**src/include/wic_pkg.sv**
```systemverilog
/*
  constants, field positions, reset values and mode codes for the
  wake-up and interrupt control block.
  assumes register indices are used as Avalon word addresses.
*/
package wic_pkg;

  // ==========================================================
  // register indices (Avalon word addresses)
  localparam int          ADDR_W       = 8;
  localparam logic [7:0]  IDX_EDGE     = 8'hBF;
  localparam logic [7:0]  IDX_P1WAKE   = 8'hC0;
  localparam logic [7:0]  IDX_IRQ_REQ  = 8'hC8;
  localparam logic [7:0]  IDX_IRQ_EN   = 8'hC9;
  localparam logic [7:0]  IDX_STACK    = 8'hDF;
  localparam logic [7:0]  IDX_MODE     = 8'hE0;

  // ==========================================================
  // field positions
  localparam int          BIT_EXT      = 0;
  localparam int          BIT_T0       = 4;
  localparam int          BIT_GIE      = 7;
  localparam int          EDGE_LSB     = 3;
  localparam int          MODE_SLEEP   = 0;
  localparam int          MODE_GREEN   = 1;
  localparam int          MODE_SLOW    = 2;

  // ==========================================================
  // reset values and codes
  localparam logic [7:0]  P1WAKE_RST   = 8'h00;
  localparam logic [1:0]  EDGE_RST     = 2'h0;
  localparam logic [1:0]  STACK_POINTER_REG_RST     = 2'h3;
  localparam logic [1:0]  EDGE_RISE    = 2'h1;
  localparam logic [1:0]  EDGE_FALL    = 2'h2;
  localparam logic [1:0]  EDGE_BOTH    = 2'h3;
  localparam int          PC_W         = 12;
  localparam logic [11:0] VECTOR_ADDR  = 12'h008;
  localparam int          WAKE_CLOCKS  = 2048;

  // ==========================================================
  // operating modes
  typedef enum logic [4:0] {
    ST_NORMAL = 5'b00001,
    ST_SLOW   = 5'b00010,
    ST_SLEEP  = 5'b00100,
    ST_GREEN  = 5'b01000,
    ST_WARM   = 5'b10000
  } wic_mode_type;

endpackage

```
**src/hdl/wic_top.sv**
```systemverilog
/*
  wake-up and interrupt control: operating mode, pin and timer wake,
  oscillator settling, request flags, enables and vectoring.
  assumes an Avalon-MM master with word addresses, a core that pulses
  i_return_from_irq on return_from_irq, and timer/oscillator pulses on i_mclk.
*/
// The Avalon-MM register port was left to the implementer.
`timescale 1ns/10ps
module wic_top
  import wic_pkg::*;
#(
  parameter int WAKE_COUNT = WAKE_CLOCKS
) (
  input  wire logic              i_mclk,
  input  wire logic              i_rstn,
  input  wire logic [ADDR_W-1:0] i_avs_address,
  input  wire logic              i_avs_read,
  input  wire logic              i_avs_write,
  input  wire logic [7:0]        i_avs_writedata,
  output logic      [7:0]        o_avs_readdata,
  output logic                   o_avs_waitrequest,
  input  wire logic [7:0]        i_port0,
  input  wire logic [7:0]        i_port1,
  input  wire logic              i_timer0_ovf,
  input  wire logic              i_hosc_tick,
  input  wire logic              i_return_from_irq,
  output logic                   o_core_run,
  output logic                   o_hosc_enable,
  output logic                   o_vector_load,
  output logic      [PC_W-1:0]   o_vector_addr,
  output logic                   o_stack_push
);
  wic_mode_type mode;
  wic_mode_type next_mode;
  logic         green_from_slow;
  logic [7:0]   port1_wake_enable;
  logic [1:0]   ext_edge_select;
  logic         ext_irq_enable;
  logic         timer0_irq_enable;
  logic         ext_irq_flag;
  logic         timer_zero_irq_flag;
  logic         global_irq_enable;
  logic [1:0]   stack_bits;
  logic         in_service;
  logic         rd_valid;
  logic [7:0]   p0_level;
  logic [7:0]   p0_change;
  logic [7:0]   p1_level;
  logic [7:0]   p1_change;
  logic         warm_done;

  // ==========================================================
  // pin synchronisers and settling counter
  wic_pin_sync #(.W(8)) u_p0 (
    .i_mclk   (i_mclk),
    .i_rstn   (i_rstn),
    .i_pin    (i_port0),
    .o_level  (p0_level),
    .o_change (p0_change)
  );

  wic_pin_sync #(.W(8)) u_p1 (
    .i_mclk   (i_mclk),
    .i_rstn   (i_rstn),
    .i_pin    (i_port1),
    .o_level  (p1_level),
    .o_change (p1_change)
  );

  wic_osc_wait #(.COUNT(WAKE_COUNT)) u_warm (
    .i_mclk (i_mclk),
    .i_rstn (i_rstn),
    .i_run  (mode == ST_WARM),
    .i_tick (i_hosc_tick),
    .o_done (warm_done)
  );

  // ==========================================================
  // bus decode
  wire wr_edge  = i_avs_write && (i_avs_address == IDX_EDGE);
  wire wr_p1w   = i_avs_write && (i_avs_address == IDX_P1WAKE);
  wire wr_req   = i_avs_write && (i_avs_address == IDX_IRQ_REQ);
  wire wr_en    = i_avs_write && (i_avs_address == IDX_IRQ_EN);
  wire wr_stack = i_avs_write && (i_avs_address == IDX_STACK);
  wire wr_mode  = i_avs_write && (i_avs_address == IDX_MODE);

  // reads take one extra cycle so data come from a flop
  assign o_avs_waitrequest = i_avs_read && !rd_valid;

  // p1w is write-only and reads back zero; unmapped reads give zero
  wire [7:0] rd_mux =
    (i_avs_address == IDX_EDGE)    ? {3'h0, ext_edge_select, 3'h0} :
    (i_avs_address == IDX_IRQ_REQ) ? {3'h0, timer_zero_irq_flag, 3'h0, ext_irq_flag} :
    (i_avs_address == IDX_IRQ_EN)  ? {3'h0, timer0_irq_enable, 3'h0, ext_irq_enable} :
    (i_avs_address == IDX_STACK)   ? {global_irq_enable, 5'h00, stack_bits} :
    (i_avs_address == IDX_MODE)    ? {3'h0, mode} :
    8'h00;

  always_ff @(posedge i_mclk or negedge i_rstn) begin
    if (!i_rstn) begin
      rd_valid       <= 1'b0;
      o_avs_readdata <= 8'h00;
    end else begin
      rd_valid       <= i_avs_read && !rd_valid;
      o_avs_readdata <= rd_mux;
    end
  end

  // ==========================================================
  // wake sources
  wire p1_wake    = |(p1_change & port1_wake_enable);
  wire pin_change = (|p0_change) || p1_wake;
  wire running    = (mode == ST_NORMAL) || (mode == ST_SLOW);
  assign o_core_run    = running;
  assign o_hosc_enable = (mode != ST_SLEEP);

  // ==========================================================
  // operating mode sequence
  always_comb begin
    next_mode = mode;
    case (mode)
      ST_NORMAL, ST_SLOW: begin
        if (wr_mode && i_avs_writedata[MODE_SLEEP]) begin
          next_mode = ST_SLEEP;
        end else if (wr_mode && i_avs_writedata[MODE_GREEN]) begin
          next_mode = ST_GREEN;
        end else if (wr_mode) begin
          next_mode = i_avs_writedata[MODE_SLOW] ? ST_SLOW : ST_NORMAL;
        end
      end
      ST_SLEEP: begin
        // timer overflow is ignored here: only pins, then settle
        if (pin_change) begin
          next_mode = ST_WARM;
        end
      end
      ST_WARM: begin
        if (warm_done) begin
          next_mode = ST_NORMAL;
        end
      end
      ST_GREEN: begin
        // clock kept running, so no settling wait
        if (pin_change || i_timer0_ovf) begin
          next_mode = green_from_slow ? ST_SLOW : ST_NORMAL;
        end
      end
      default: next_mode = ST_NORMAL;
    endcase
  end

  always_ff @(posedge i_mclk or negedge i_rstn) begin
    if (!i_rstn) begin
      mode            <= ST_NORMAL;
      green_from_slow <= 1'b0;
    end else begin
      mode <= next_mode;
      if (running && next_mode == ST_GREEN) begin
        green_from_slow <= (mode == ST_SLOW);
      end
    end
  end

  // ==========================================================
  // configuration registers
  always_ff @(posedge i_mclk or negedge i_rstn) begin
    if (!i_rstn) begin
      port1_wake_enable <= P1WAKE_RST;
      ext_edge_select   <= EDGE_RST;
      ext_irq_enable    <= 1'b0;
      timer0_irq_enable <= 1'b0;
    end else begin
      if (wr_p1w) begin
        port1_wake_enable <= i_avs_writedata;
      end
      if (wr_edge) begin
        ext_edge_select <= i_avs_writedata[EDGE_LSB+1:EDGE_LSB];
      end
      if (wr_en) begin
        ext_irq_enable    <= i_avs_writedata[BIT_EXT];
        timer0_irq_enable <= i_avs_writedata[BIT_T0];
      end
    end
  end

  // ==========================================================
  // external edge detection; code 00 is reserved and never fires
  wire ext_rise = p0_change[0] && p0_level[0];
  wire ext_fall = p0_change[0] && !p0_level[0];
  wire ext_event =
    (ext_rise && (ext_edge_select == EDGE_RISE || ext_edge_select == EDGE_BOTH)) ||
    (ext_fall && (ext_edge_select == EDGE_FALL || ext_edge_select == EDGE_BOTH));

  // ==========================================================
  // request flags: hardware set beats a software clear in the same cycle,
  // so an edge latched during sleep is serviced after wake
  always_ff @(posedge i_mclk or negedge i_rstn) begin
    if (!i_rstn) begin
      ext_irq_flag        <= 1'b0;
      timer_zero_irq_flag <= 1'b0;
    end else begin
      if (ext_event) begin
        ext_irq_flag <= 1'b1;
      end else if (wr_req) begin
        ext_irq_flag <= i_avs_writedata[BIT_EXT];
      end
      if (i_timer0_ovf) begin
        timer_zero_irq_flag <= 1'b1;
      end else if (wr_req) begin
        timer_zero_irq_flag <= i_avs_writedata[BIT_T0];
      end
    end
  end

  // ==========================================================
  // interrupt take and return
  wire src_pending = (ext_irq_flag && ext_irq_enable) ||
                     (timer_zero_irq_flag && timer0_irq_enable);
  wire take        = running && global_irq_enable && src_pending;
  wire leave       = in_service && i_return_from_irq;

  // global enable lives in the stack pointer register
  always_ff @(posedge i_mclk or negedge i_rstn) begin
    if (!i_rstn) begin
      global_irq_enable <= 1'b0;
      stack_bits        <= STACK_POINTER_REG_RST;
      in_service        <= 1'b0;
    end else begin
      if (take) begin
        global_irq_enable <= 1'b0;
      end else if (leave) begin
        global_irq_enable <= 1'b1;
      end else if (wr_stack) begin
        global_irq_enable <= i_avs_writedata[BIT_GIE];
      end
      if (wr_stack) begin
        stack_bits <= i_avs_writedata[1:0];
      end
      if (take) begin
        in_service <= 1'b1;
      end else if (leave) begin
        in_service <= 1'b0;
      end
    end
  end

  // vector and push are single-cycle strobes to the core
  always_ff @(posedge i_mclk or negedge i_rstn) begin
    if (!i_rstn) begin
      o_vector_load <= 1'b0;
      o_stack_push  <= 1'b0;
      o_vector_addr <= '0;
    end else begin
      o_vector_load <= take;
      o_stack_push  <= take;
      if (take) begin
        o_vector_addr <= VECTOR_ADDR;
      end
    end
  end
endmodule

```
**src/hdl/wic_pin_sync.sv**
```systemverilog
/*
  two-flop synchroniser for a group of pins with a change detector.
  assumes pins are asynchronous to i_mclk.
*/
`timescale 1ns/10ps
module wic_pin_sync #(
  parameter int W = 8
) (
  input  wire logic         i_mclk,
  input  wire logic         i_rstn,
  input  wire logic [W-1:0] i_pin,
  output logic      [W-1:0] o_level,
  output logic      [W-1:0] o_change
);
  logic [W-1:0] meta;
  logic [W-1:0] prev;
  logic [2:0]   armed;

  // ==========================================================
  // first stage feeds only the second
  always_ff @(posedge i_mclk or negedge i_rstn) begin
    if (!i_rstn) begin
      meta    <= '0;
      o_level <= '0;
      prev    <= '0;
      armed   <= '0;
    end else begin
      meta    <= i_pin;
      o_level <= meta;
      prev    <= o_level;
      armed   <= {armed[1:0], 1'b1};
    end
  end

  // either direction counts as a change; quiet until history holds real
  // pin levels, so a pin idling high gives no false change after reset
  assign o_change = (o_level ^ prev) & {W{armed[2]}};
endmodule

```
**src/hdl/wic_osc_wait.sv**
```systemverilog
/*
  oscillator settling counter: counts oscillator ticks after start.
  assumes i_tick is a one-cycle enable pulse on i_mclk.
*/
`timescale 1ns/10ps
module wic_osc_wait #(
  parameter int COUNT = 2048
) (
  input  wire logic i_mclk,
  input  wire logic i_rstn,
  input  wire logic i_run,
  input  wire logic i_tick,
  output logic      o_done
);
  localparam int CW = $clog2(COUNT + 1);
  localparam logic [CW-1:0] LAST = CW'(COUNT - 1);
  logic [CW-1:0] cnt;

  // ==========================================================
  // cleared whenever not waiting so each wake starts afresh
  always_ff @(posedge i_mclk or negedge i_rstn) begin
    if (!i_rstn) begin
      cnt    <= '0;
      o_done <= 1'b0;
    end else if (!i_run) begin
      cnt    <= '0;
      o_done <= 1'b0;
    end else if (i_tick && !o_done) begin
      cnt    <= cnt + CW'(1);
      o_done <= (cnt == LAST);
    end
  end
endmodule

```
**config.mk**
```make
export PLATFORM = sky130hd
export DESIGN_NAME = wic_top
export DESIGN_NICKNAME = d
export VERILOG_FILES = /design/src/include/wic_pkg.sv /design/src/hdl/wic_top.sv /design/src/hdl/wic_pin_sync.sv /design/src/hdl/wic_osc_wait.sv
export SDC_FILE = /design/constraint.sdc
export NUM_CORES = 1
export LEC_CHECK = 0
export BUFFER_PORTS_ARGS = -buffer_cell sky130_fd_sc_hd__buf_2
export CAP_MARGIN = 10
export CORE_ASPECT_RATIO = 1.25
export CORE_MARGIN = 2
export CORE_UTILIZATION = 46
export CTS_CLUSTER_SIZE = 12
export DETAILED_ROUTE_END_ITERATION = 16
export PLACE_DENSITY = 0.73
export SYNTH_ARGS = -nofsm -noshare
export SYNTH_HDL_FRONTEND = slang
export SYNTH_SLANG_ARGS = --single-unit
```
**constraint.sdc**
```tcl
create_clock -name i_mclk -period 2 [get_ports i_mclk]
set_input_delay 0.4 -clock i_mclk [delete_from_list [all_inputs] [get_ports i_mclk]]
set_output_delay 0.4 -clock i_mclk [all_outputs]
set_load 0.01 [all_outputs]
```
==> results.json, run 1 <==
{
  "status": "complete, no violations",
  "ios": 64,
  "met2_wirelength_um": 3250,
  "detail_route.iter0.violations": 122,
  "synth_seq_area_share_pct": 63.8,
  "clock_insertion_delay_worst_skew_ps": 360,
  "wire_per_inst_um": 13.9,
  "cellInternalPower_uw": 2810,
  "port-buffer-count": 50,
  "drv.max_cap_violation_count": 0,
  "cts_buffers": 9,
  "pleak_uw": 0.00211,
  "cts_tree": "yes",
  "cts_root_buf": "sky130_fd_sc_hd__clkbuf_8",
  "holdCritPathClass": "input port to flip-flop",
  "totalNegativeSetupSlack_ps": 0,
  "layout_worst_path_cycle_share_pct": 93.1,
  "layout_common_cells": "sky130_fd_sc_hd__dfrtp_1 (93), sky130_fd_sc_hd__buf_2 (49), sky130_fd_sc_hd__xor2_1 (23)",
  "synth_area_per_cell_um2": 13.3,
  "first_global_vias": 2275,
  "synth_cell_type_count": 51,
  "synth-edff-count": 0,
  "vdd_ir_drop_max_v": 0.000415,
  "report.final.setup_viol": 0,
  "final-max-slew-violation-count": 0,
  "worstPathMaxFanout": 4,
  "power_switching_share_pct": 24.8,
  "area_growth_pct": 15.8,
  "globalplace.congestion": 0.808,
  "p_seq_share_pct": 56.7,
  "worst_pin_slew_ps": 534,
  "critPathArrivalTime_ps": 1460,
  "nFillCells": 686,
  "die_h_um": 106,
  "slew_headroom_pct": 64.3,
  "finalWirelength_um": 6320,
  "grt_setup_unrepaired": "false",
  "flip_flop_cell_with_the_highest_count_after_synthesis": "sky130_fd_sc_hd__dfrtp_1",
  "floorplan.initialDensity_pct": 46.8,
  "power_density_mw_per_mm2": 845,
  "antenna_found_initial": 0,
  "grt_remaining_overflow": 0,
  "dr.max_layer_used": "met4",
  "syn-cell-area_mm2": 0.00381,
  "maxClockFrequency_ghz": 0.537,
  "drc_markers": 0,
  "floorplan.core_area_mm2": 0.00815,
  "cts-root-to-sink-buffers": 2,
  "holdWs_ps": 134,
  "clk_pin_slew_ps": 90,
  "worstPathRequired_ps": 1600,
  "antenna_left": 0,
  "ys_ff_latch": 97,
  "global_route_usage_over_all_layers_pct": 15.2,
  "critPathKind": "flip-flop to primary output",
  "floorplan.rows": 37,
  "switching_power_uw": 924,
  "nets": 392,
  "detailed_route_wire_length_on_metal_1_um": 2640,
  "num_antenna_cells": 0,
  "dp_hpwl_um": 4610,
  "detailroute.wirelength.met3_um": 289,
  "clock_sinks": 97,
  "num_vias": 2293,
  "ys_async_sr_fraction_pct": 100,
  "layout_commonest_cell": "sky130_fd_sc_hd__dfrtp_1",
  "clkPwrFrac_pct": 33.9,
  "fp.dieArea_mm2": 0.00903,
  "final.min_clock_period_ps": 1860,
  "cp-end-kind": "primary output",
  "die_width_um": 85.4,
  "htreeDepth": 3,
  "drt_first_pass_iters": 4,
  "worstSetupStartpointType": "flip-flop",
  "combPwrFrac_pct": 9.4,
  "synth_cells": 287,
  "synthesis.yosys.warnings": 0,
  "grt_first_pass_wirelength_um": 10400,
  "fin_worst_skew_ps": 10.3,
  "viasPerCell": 5.05,
  "maximum_number_of_pins_on_one_net_before_global_route_repair": 40,
  "final_layout_size_suffix_gt1_share_pct": 29.7,
  "hold_fails_final_rpt": 0
}
==> worst paths after layout <==
check | start | endpoint | slack (ps) | cells past startpoint
setup reg to reg | u_p0.prev[4] | mode[0] | 340 | 6
setup / recovery | mode[0] | o_core_run | 140 | 4
min in group asynchronous | i_rstn | u_p0.prev[0] | 510 | 2
hold reg to reg | u_p1.meta[7] | u_p1.o_level[7] | 350 | 0
hold / removal | i_port0[1] | u_p0.meta[1] | 130 | 1
max in group asynchronous | i_rstn | mode[0] | 900 | 3
==> synth_stat cells (all sizes together), types with 2 or more instances <==
| cell type | count | area, um^2 |
|---|---|---|
| and4 | 2 | 17.5 |
| o21ai | 5 | 25.0 |
| nor2b | 5 | 31.3 |
| buf | 16 | 128 |
| and2 | 2 | 12.5 |
| dfrtp | 94 | 2350 |
| nor3 | 4 | 20.0 |
| nor2 | 17 | 66.3 |
| nand2 | 20 | 75.1 |
| inv | 5 | 18.8 |
| a21o | 2 | 15.0 |
| and4b | 2 | 23.8 |
| xor2 | 24 | 210 |
| clkbuf | 2 | 7.51 |
| nand4 | 4 | 25.0 |
| nor4 | 4 | 40.0 |
| and3 | 4 | 25.0 |
| a22oi | 5 | 37.5 |
| or3 | 2 | 12.5 |
| nor4b | 2 | 32.5 |
| mux2 | 18 | 206 |
| xnor2 | 2 | 17.5 |
| o311ai | 2 | 17.5 |
| nor3b | 3 | 22.5 |
| conb | 2 | 7.51 |
| a21oi | 5 | 25.0 |
| nand3b | 3 | 22.5 |
| mux2i | 6 | 60.1 |
| nand3 | 5 | 25.0 |
| a22o | 3 | 26.3 |
| dfstp | 3 | 78.8 |
==> worst max-delay path: stages (launching register included) <==
cell and delay (ps):
sky130_fd_sc_hd__dfstp_2 590, sky130_fd_sc_hd__xor2_2 160, sky130_fd_sc_hd__nand2_1 110, sky130_fd_sc_hd__inv_1 100, sky130_fd_sc_hd__buf_2 140
==> cell type report <==
| cell class | count | area [um^2] | area share (%) |
|---|---|---|---|
| clock buffers | 9 | 124 | 2.81 |
| well taps | 97 | 121 | 2.75 |
| inverters | 5 | 18.8 | 0.425 |
| clock inverters | 7 | 73.8 | 1.67 |
| flip-flops and latches | 97 | 2430 | 55.1 |
| repair buffers | 60 | 355 | 8.05 |
| multi-input cells | 179 | 1290 | 29.2 |
==> power groups by stage <==
stage	Sequential (uW)	Combinational, uW	Clock [uW]
after detailed placement	2160	317	0
after global placement	2160	312	0
after CTS	2120	320	1310
after floorplan	2150	188	0
final	2120	349	1260
after global routing	2130	399	1380
==> registers in the layout (all words and copies together), names as in the netlist, 2 cells and up <==
| name | count |
|---|---|
| u_p0.prev | 8 |
| o_avs_readdata | 6 |
| u_p0.o_level | 8 |
| port1_wake_enable | 8 |
| u_p1.prev | 8 |
| u_warm.cnt | 12 |
| u_p1.armed | 2 |
| stack_bits | 2 |
| u_p0.meta | 8 |
| u_p1.meta | 8 |
| u_p1.o_level | 8 |
| ext_edge_select | 2 |
| mode | 5 |
==> per-stage QoR <==
step	total power (uW)	instance area, um^2	setup WS, ps	util [%]	instances
3_3_place_gp	2470	4180	142	51.3	436
3_5_place_dp	2480	4180	95.0	51.3	436
2_1_floorplan	2330	3860	133	-	299
6_report	3730	4410	138	54.2	454
4_1_cts	3750	4390	15.0	53.9	453
5_1_grt	3910	4410	2.04	54.2	454
==> layer usage <==
layer | global-route usage [%] | vias up
li1 | - | 1103
met1 | 17.9 | 1134
met2 | 25.2 | 46
met3 | 4.86 | 10
met4 | 7.14 | 0
met5 | 0 | -
==> kinds of logic after synthesis <==
logic type | synth area share [%]
adder cells (fa/ha/maj) | 0.328
buffers and inverters | 4.04
flip-flops | 63.8
XOR/XNOR | 5.98
AO/OA/AOI/OAI | 5.38
AND/OR/NAND/NOR | 13.3
multiplexers | 6.99
other | 0.197
==> timing repair <==
action                     4_1_cts  5_1_grt
hold buffers                     1        0
setup endpoints to repair        0        1
resized for setup                0        4
buffers inserted                 0        1
hold endpoints to repair        29        0
Power figures use the tool's default switching activity.
==> run 2: changes to the inputs <==
- GPL_TIMING_DRIVEN: not set -> 0
- TNS_END_PERCENT: not set -> 10
==> run 2 against run 1 <==
Clock skew down 2.0 ps. Register-to-register slack worse by 180 ps. Clock power down 3%. Maximum frequency down 1.6%. Critical endpoint unchanged. Largest cell class unchanged.
==> results.json, run 2 (synthesis results as in run 1) <==
{
  "viasPerCell": 4.90,
  "power_switching_share_pct": 24.1,
  "worstSetupStartpointType": "flip-flop",
  "grt_remaining_overflow": 0,
  "combPwrFrac_pct": 9.7,
  "critPathKind": "flip-flop to primary output",
  "finalWirelength_um": 6350,
  "clk_pin_slew_ps": 90,
  "cts_tree": "yes",
  "antenna_found_initial": 0,
  "power_density_mw_per_mm2": 831,
  "die_width_um": 85.4,
  "reg2reg_depth": 5,
  "cts_root_buf": "sky130_fd_sc_hd__clkbuf_8",
  "final-max-slew-violation-count": 0,
  "fin_util_pct": 54.7,
  "report.final.setup_viol": 0,
  "maxClockFrequency_ghz": 0.528,
  "clock_insertion_delay_worst_skew_ps": 360,
  "floorplan.core_area_mm2": 0.00815,
  "drc_markers": 0,
  "placedInstanceArea_mm2": 0.00425,
  "cts-root-to-sink-buffers": 2,
  "antenna_left": 0,
  "hold_fails_final_rpt": 0,
  "cellInternalPower_uw": 2810,
  "largest_reg_by_ff_count": "u_warm.cnt",
  "dp_hpwl_um": 4560,
  "gr-usage-met1_pct": 17.7,
  "vdd_ir_drop_max_v": 0.000421,
  "critPathArrivalTime_ps": 1490,
  "switching_power_uw": 894,
  "wire_per_inst_um": 13.7,
  "grt_use_met3_pct": 4.31,
  "holdWs_ps": 85.2,
  "layout_common_cells": "sky130_fd_sc_hd__dfrtp_1 (94), sky130_fd_sc_hd__buf_2 (48), sky130_fd_sc_hd__xor2_1 (23)",
  "worstPathRequired_ps": 1600,
  "first_global_vias": 2303,
  "grt_use_met2_pct": 25.3,
  "worstPathMaxFanout": 6,
  "p_seq_share_pct": 57.3,
  "drt_first_pass_iters": 4,
  "area_growth_pct": 16.9,
  "grt_first_pass_wirelength_um": 10400,
  "final_layout_size_suffix_gt1_share_pct": 30.7,
  "die_h_um": 106,
  "num_vias": 2266,
  "floorplan.initialDensity_pct": 46.8,
  "clock_sinks": 97,
  "cts-hold-fix-buffers": 0,
  "nFillCells": 732,
  "port-buffer-count": 49,
  "layout_commonest_cell": "sky130_fd_sc_hd__dfrtp_1",
  "slew_headroom_pct": 53.0,
  "final.min_clock_period_ps": 1890,
  "global_route_usage_over_all_layers_pct": 15.1,
  "grt_setup_unrepaired": "false",
  "number_of_flip_flops_under_the_largest_register_name": 12,
  "register_area_mm2": 0.00243,
  "floorplan.rows": 37,
  "finished_cell_area_mm2": 0.00446,
  "globalRoute.busiestLayer": "met2",
  "status": "complete, no violations",
  "r2r_setup_slack_ps": 160,
  "ios": 64,
  "num_antenna_cells": 0,
  "layout_worst_path_cycle_share_pct": 94.6,
  "crit-reg2reg-launch": "u_p0.prev[4]",
  "globalplace.congestion": 0.783,
  "holdCritPathClass": "input port to async pin",
  "worst_pin_slew_ps": 706,
  "detail_route.iter0.violations": 117,
  "nets": 400,
  "totalNegativeSetupSlack_ps": 0,
  "drv.max_cap_violation_count": 0,
  "multiInputGateArea_mm2": 0.00129,
  "worstReg2RegEnd": "mode[0]",
  "htreeDepth": 3,
  "fin_worst_skew_ps": 8.24,
  "cts_buffers": 9,
  "cp-end-kind": "primary output",
  "fp.dieArea_mm2": 0.00903,
  "clkPwrFrac_pct": 33.0,
  "pleak_uw": 0.00214,
  "maximum_number_of_pins_on_one_net_before_global_route_repair": 59
}
-- run 2: cell count changes in the layout (fill, tap and decap cells not counted), sizes merged --
cell / before / now
buf: 59 / 67
clkbuf: 9 / 13
clkinv: 3 / 2
dlygate4sd3: 1 / 0
inv: 8 / 6
-- run 2: worst max-delay path, cell delays in order, from the launching register on --
cell and delay, ps:
sky130_fd_sc_hd__dfstp_2 620, sky130_fd_sc_hd__xor2_2 190, sky130_fd_sc_hd__nand2_2 110, sky130_fd_sc_hd__inv_2 90, sky130_fd_sc_hd__buf_2 120
-- run 2: per-layer routing --
| metal | wire, um | up-vias |
|---|---|---|
| li1 | - | 1115 |
| met1 | 2630 | 1080 |
| met2 | 3190 | 57 |
| met3 | 339 | 14 |
| met4 | 185 | 0 |
| met5 | 0 | - |
-- run 2: how the worst max path moves through the flow --
| stage | from | end | slack, ps | cells after the start |
|---|---|---|---|---|
| final | mode[0] | o_core_run | 110 | 4 |
| after global routing | mode[1] | o_hosc_enable | 9 | 3 |
| after CTS | mode[0] | o_core_run | 10 | 4 |
| after detailed placement | i_avs_address[3] | green_from_slow | 20 | 7 |
| after global placement | i_rstn | o_vector_addr[3] | -350 | 1 |
| after floorplan | i_avs_address[0] | green_from_slow | 130 | 7 |
-- run 2: metrics by stage --
stage | power, uW | setup WS, ps | std cells
4_1_cts | 3720 | 11.7 | 461
2_1_floorplan | 2330 | 133 | 299
3_5_place_dp | 2490 | 20.7 | 446
3_3_place_gp | 2470 | -345 | 445
6_report | 3700 | 107 | 462
5_1_grt | 3870 | 9.20 | 462
-- run 2: final cells by class --
cell class | count | share of cell area, %
plain buffers | 17 | 2.95
multi-input cells | 179 | 29.0
well taps | 97 | 2.72
clock inverters | 4 | 1.18
clock buffers | 12 | 3.03
repair buffers | 51 | 6.18
flip-flops and latches | 97 | 54.5
inverters | 5 | 0.421
-- run 2: power groups by stage --
stage	clock (uW)	sequential [uW]	combinational, uW
2_1_floorplan	0	2150	188
3_5_place_dp	0	2160	328
4_1_cts	1270	2120	330
6_report	1220	2120	358
5_1_grt	1330	2140	400
3_3_place_gp	0	2160	317
-- run 2: timing repair --
item	in CTS	in global routing
buffers inserted	0	1
resized for setup	1	4
setup endpoints to repair	1	4
cloned	0	0
==> run 3: changes to the inputs <==
- PLACE_DENSITY: 0.73 -> 0.72
==> run 3 against run 2 <==
Maximum frequency shrank 0.11%. Critical path depth is the same. Clock power is essentially flat. Sequential power is essentially flat. Non-clock buffer count grew 2. Critical endpoint unchanged. Largest power group unchanged.
==> results.json, run 3 (synthesis results as in run 1) <==
{
  "crit-reg2reg-launch": "u_p0.o_level[4]",
  "maximum_number_of_pins_on_one_net_before_global_route_repair": 68,
  "antenna_left": 0,
  "power_density_mw_per_mm2": 824,
  "cts-root-to-sink-buffers": 2,
  "layout_common_cells": "sky130_fd_sc_hd__dfrtp_1 (93), sky130_fd_sc_hd__buf_2 (48), sky130_fd_sc_hd__xor2_1 (23)",
  "num_vias": 2303,
  "number_of_flip_flops_under_the_largest_register_name": 12,
  "min_path_cells": 1,
  "cts_tree": "yes",
  "floorplan.initialDensity_pct": 46.8,
  "reg2reg_depth": 5,
  "first_global_vias": 2308,
  "viasPerCell": 4.96,
  "drt_first_pass_iters": 4,
  "ios": 64,
  "htreeDepth": 3,
  "antenna_found_initial": 0,
  "finalWirelength_um": 6300,
  "post-route-worst-setup-slack_ps": 105,
  "fp.dieArea_mm2": 0.00903,
  "vdd_ir_drop_max_v": 0.000507,
  "clock_sinks": 97,
  "maxClockFrequency_ghz": 0.528,
  "min_delay_worst_endpoint": "u_p0.meta[7]",
  "fin_worst_skew_ps": 11.9,
  "layout_commonest_cell": "sky130_fd_sc_hd__dfrtp_1",
  "largest_reg_by_ff_count": "u_warm.cnt",
  "final_cell_count_without_fillers": 464,
  "hold_fails_final_rpt": 0,
  "die_width_um": 85.4,
  "layout_worst_path_cycle_share_pct": 94.7,
  "holdCritStartpoint": "i_port0[7]",
  "globalplace.congestion": 0.737,
  "cts_buffers": 9,
  "num_antenna_cells": 0,
  "worstPathMaxFanout": 4,
  "critPathKind": "flip-flop to primary output",
  "final.min_clock_period_ps": 1890,
  "numPlacedInstances": 446,
  "cp-end-kind": "primary output",
  "final-max-slew-violation-count": 0,
  "die_h_um": 106,
  "drc_markers": 0,
  "cts_root_buf": "sky130_fd_sc_hd__clkbuf_8",
  "report.final.setup_viol": 0,
  "worstReg2RegEnd": "mode[0]",
  "holdCritPathClass": "input port to flip-flop",
  "pleak_uw": 0.00215,
  "worstSetupStartpointType": "flip-flop",
  "floorplan.rows": 37,
  "worst_pin_slew_ps": 636,
  "grt_remaining_overflow": 0,
  "clk_pin_slew_ps": 100,
  "clock_insertion_delay_worst_skew_ps": 370,
  "totalNegativeSetupSlack_ps": 0,
  "dp_hpwl_um": 4460,
  "worstPathRequired_ps": 1600,
  "finished_cell_area_mm2": 0.00449,
  "wire_per_inst_um": 13.6,
  "critPathArrivalTime_ps": 1490,
  "grt_setup_unrepaired": "false",
  "floorplan.core_area_mm2": 0.00815,
  "drv.max_cap_violation_count": 0,
  "area_growth_pct": 17.7,
  "r2r_setup_slack_ps": 300,
  "grt_first_pass_wirelength_um": 10700,
  "preCtsSetupSlack_ps": 28.5,
  "final_layout_size_suffix_gt1_share_pct": 31.6,
  "global_route_usage_over_all_layers_pct": 15.6,
  "detail_route.iter0.violations": 111,
  "fin_util_pct": 55.1,
  "status": "complete, no violations",
  "port-buffer-count": 49,
  "slew_headroom_pct": 57.2,
  "placedInstanceArea_mm2": 0.00425,
  "nets": 402
}
## run 3: critical path, cell delays in order, from the launching register on
cell and delay (ps):
sky130_fd_sc_hd__dfstp_2 590, sky130_fd_sc_hd__xor2_2 160, sky130_fd_sc_hd__nand2_1 110, sky130_fd_sc_hd__inv_1 120, sky130_fd_sc_hd__buf_2 150
## run 3: cell type report
cell class	instances	area, um^2
inverters	5	18.8
multi-input cells	179	1290
clock inverters	6	50.0
repair buffers	53	300
plain buffers	17	131
clock buffers	10	138
well taps	97	121
flip-flops and latches	97	2430
fillers	718	3660
## run 3: where the power goes
group	switching [uW]	internal, uW	leakage, uW
combinational	199	182	0.000847
sequential	55.7	2060	0.00121
clock	697	504	0.0000952
total	952	2740	0.00215
## run 3: timing repair
action / CTS / global route
hold buffers: 1 / 0
setup buffers: 2 / 0
endpoints found under the hold margin: 30 / 0
gates resized for setup: 1 / 4
setup endpoints to repair: 2 / 6
## run 3: per-stage QoR
stage / total power [uW] / hold slack [ps]
after global placement: 2470 / 332
final: 3700 / 129
after global routing: 3890 / 99.6
after detailed placement: 2490 / 335
after floorplan: 2330 / 104
after CTS: 3730 / 107
## run 3: routing by layer
| layer | wire length [um] | up-vias | global-route usage, % |
|---|---|---|---|
| met5 | 0 | - | 0 |
| met4 | 136 | 0 | 8.50 |
| met3 | 302 | 10 | 4.15 |
| met2 | 3180 | 50 | 24.8 |
| met1 | 2680 | 1118 | 19.3 |
| li1 | - | 1125 | - |
## run 3: how the worst max path moves through the flow
stage	slack [ps]	end	startpoint
final	110	o_core_run	mode[0]
after global routing	5	o_core_run	mode[0]
after CTS	40	o_hosc_enable	mode[0]
after detailed placement	30	green_from_slow	i_avs_address[3]
after global placement	-320	global_irq_enable	i_rstn
after floorplan	130	green_from_slow	i_avs_address[0]
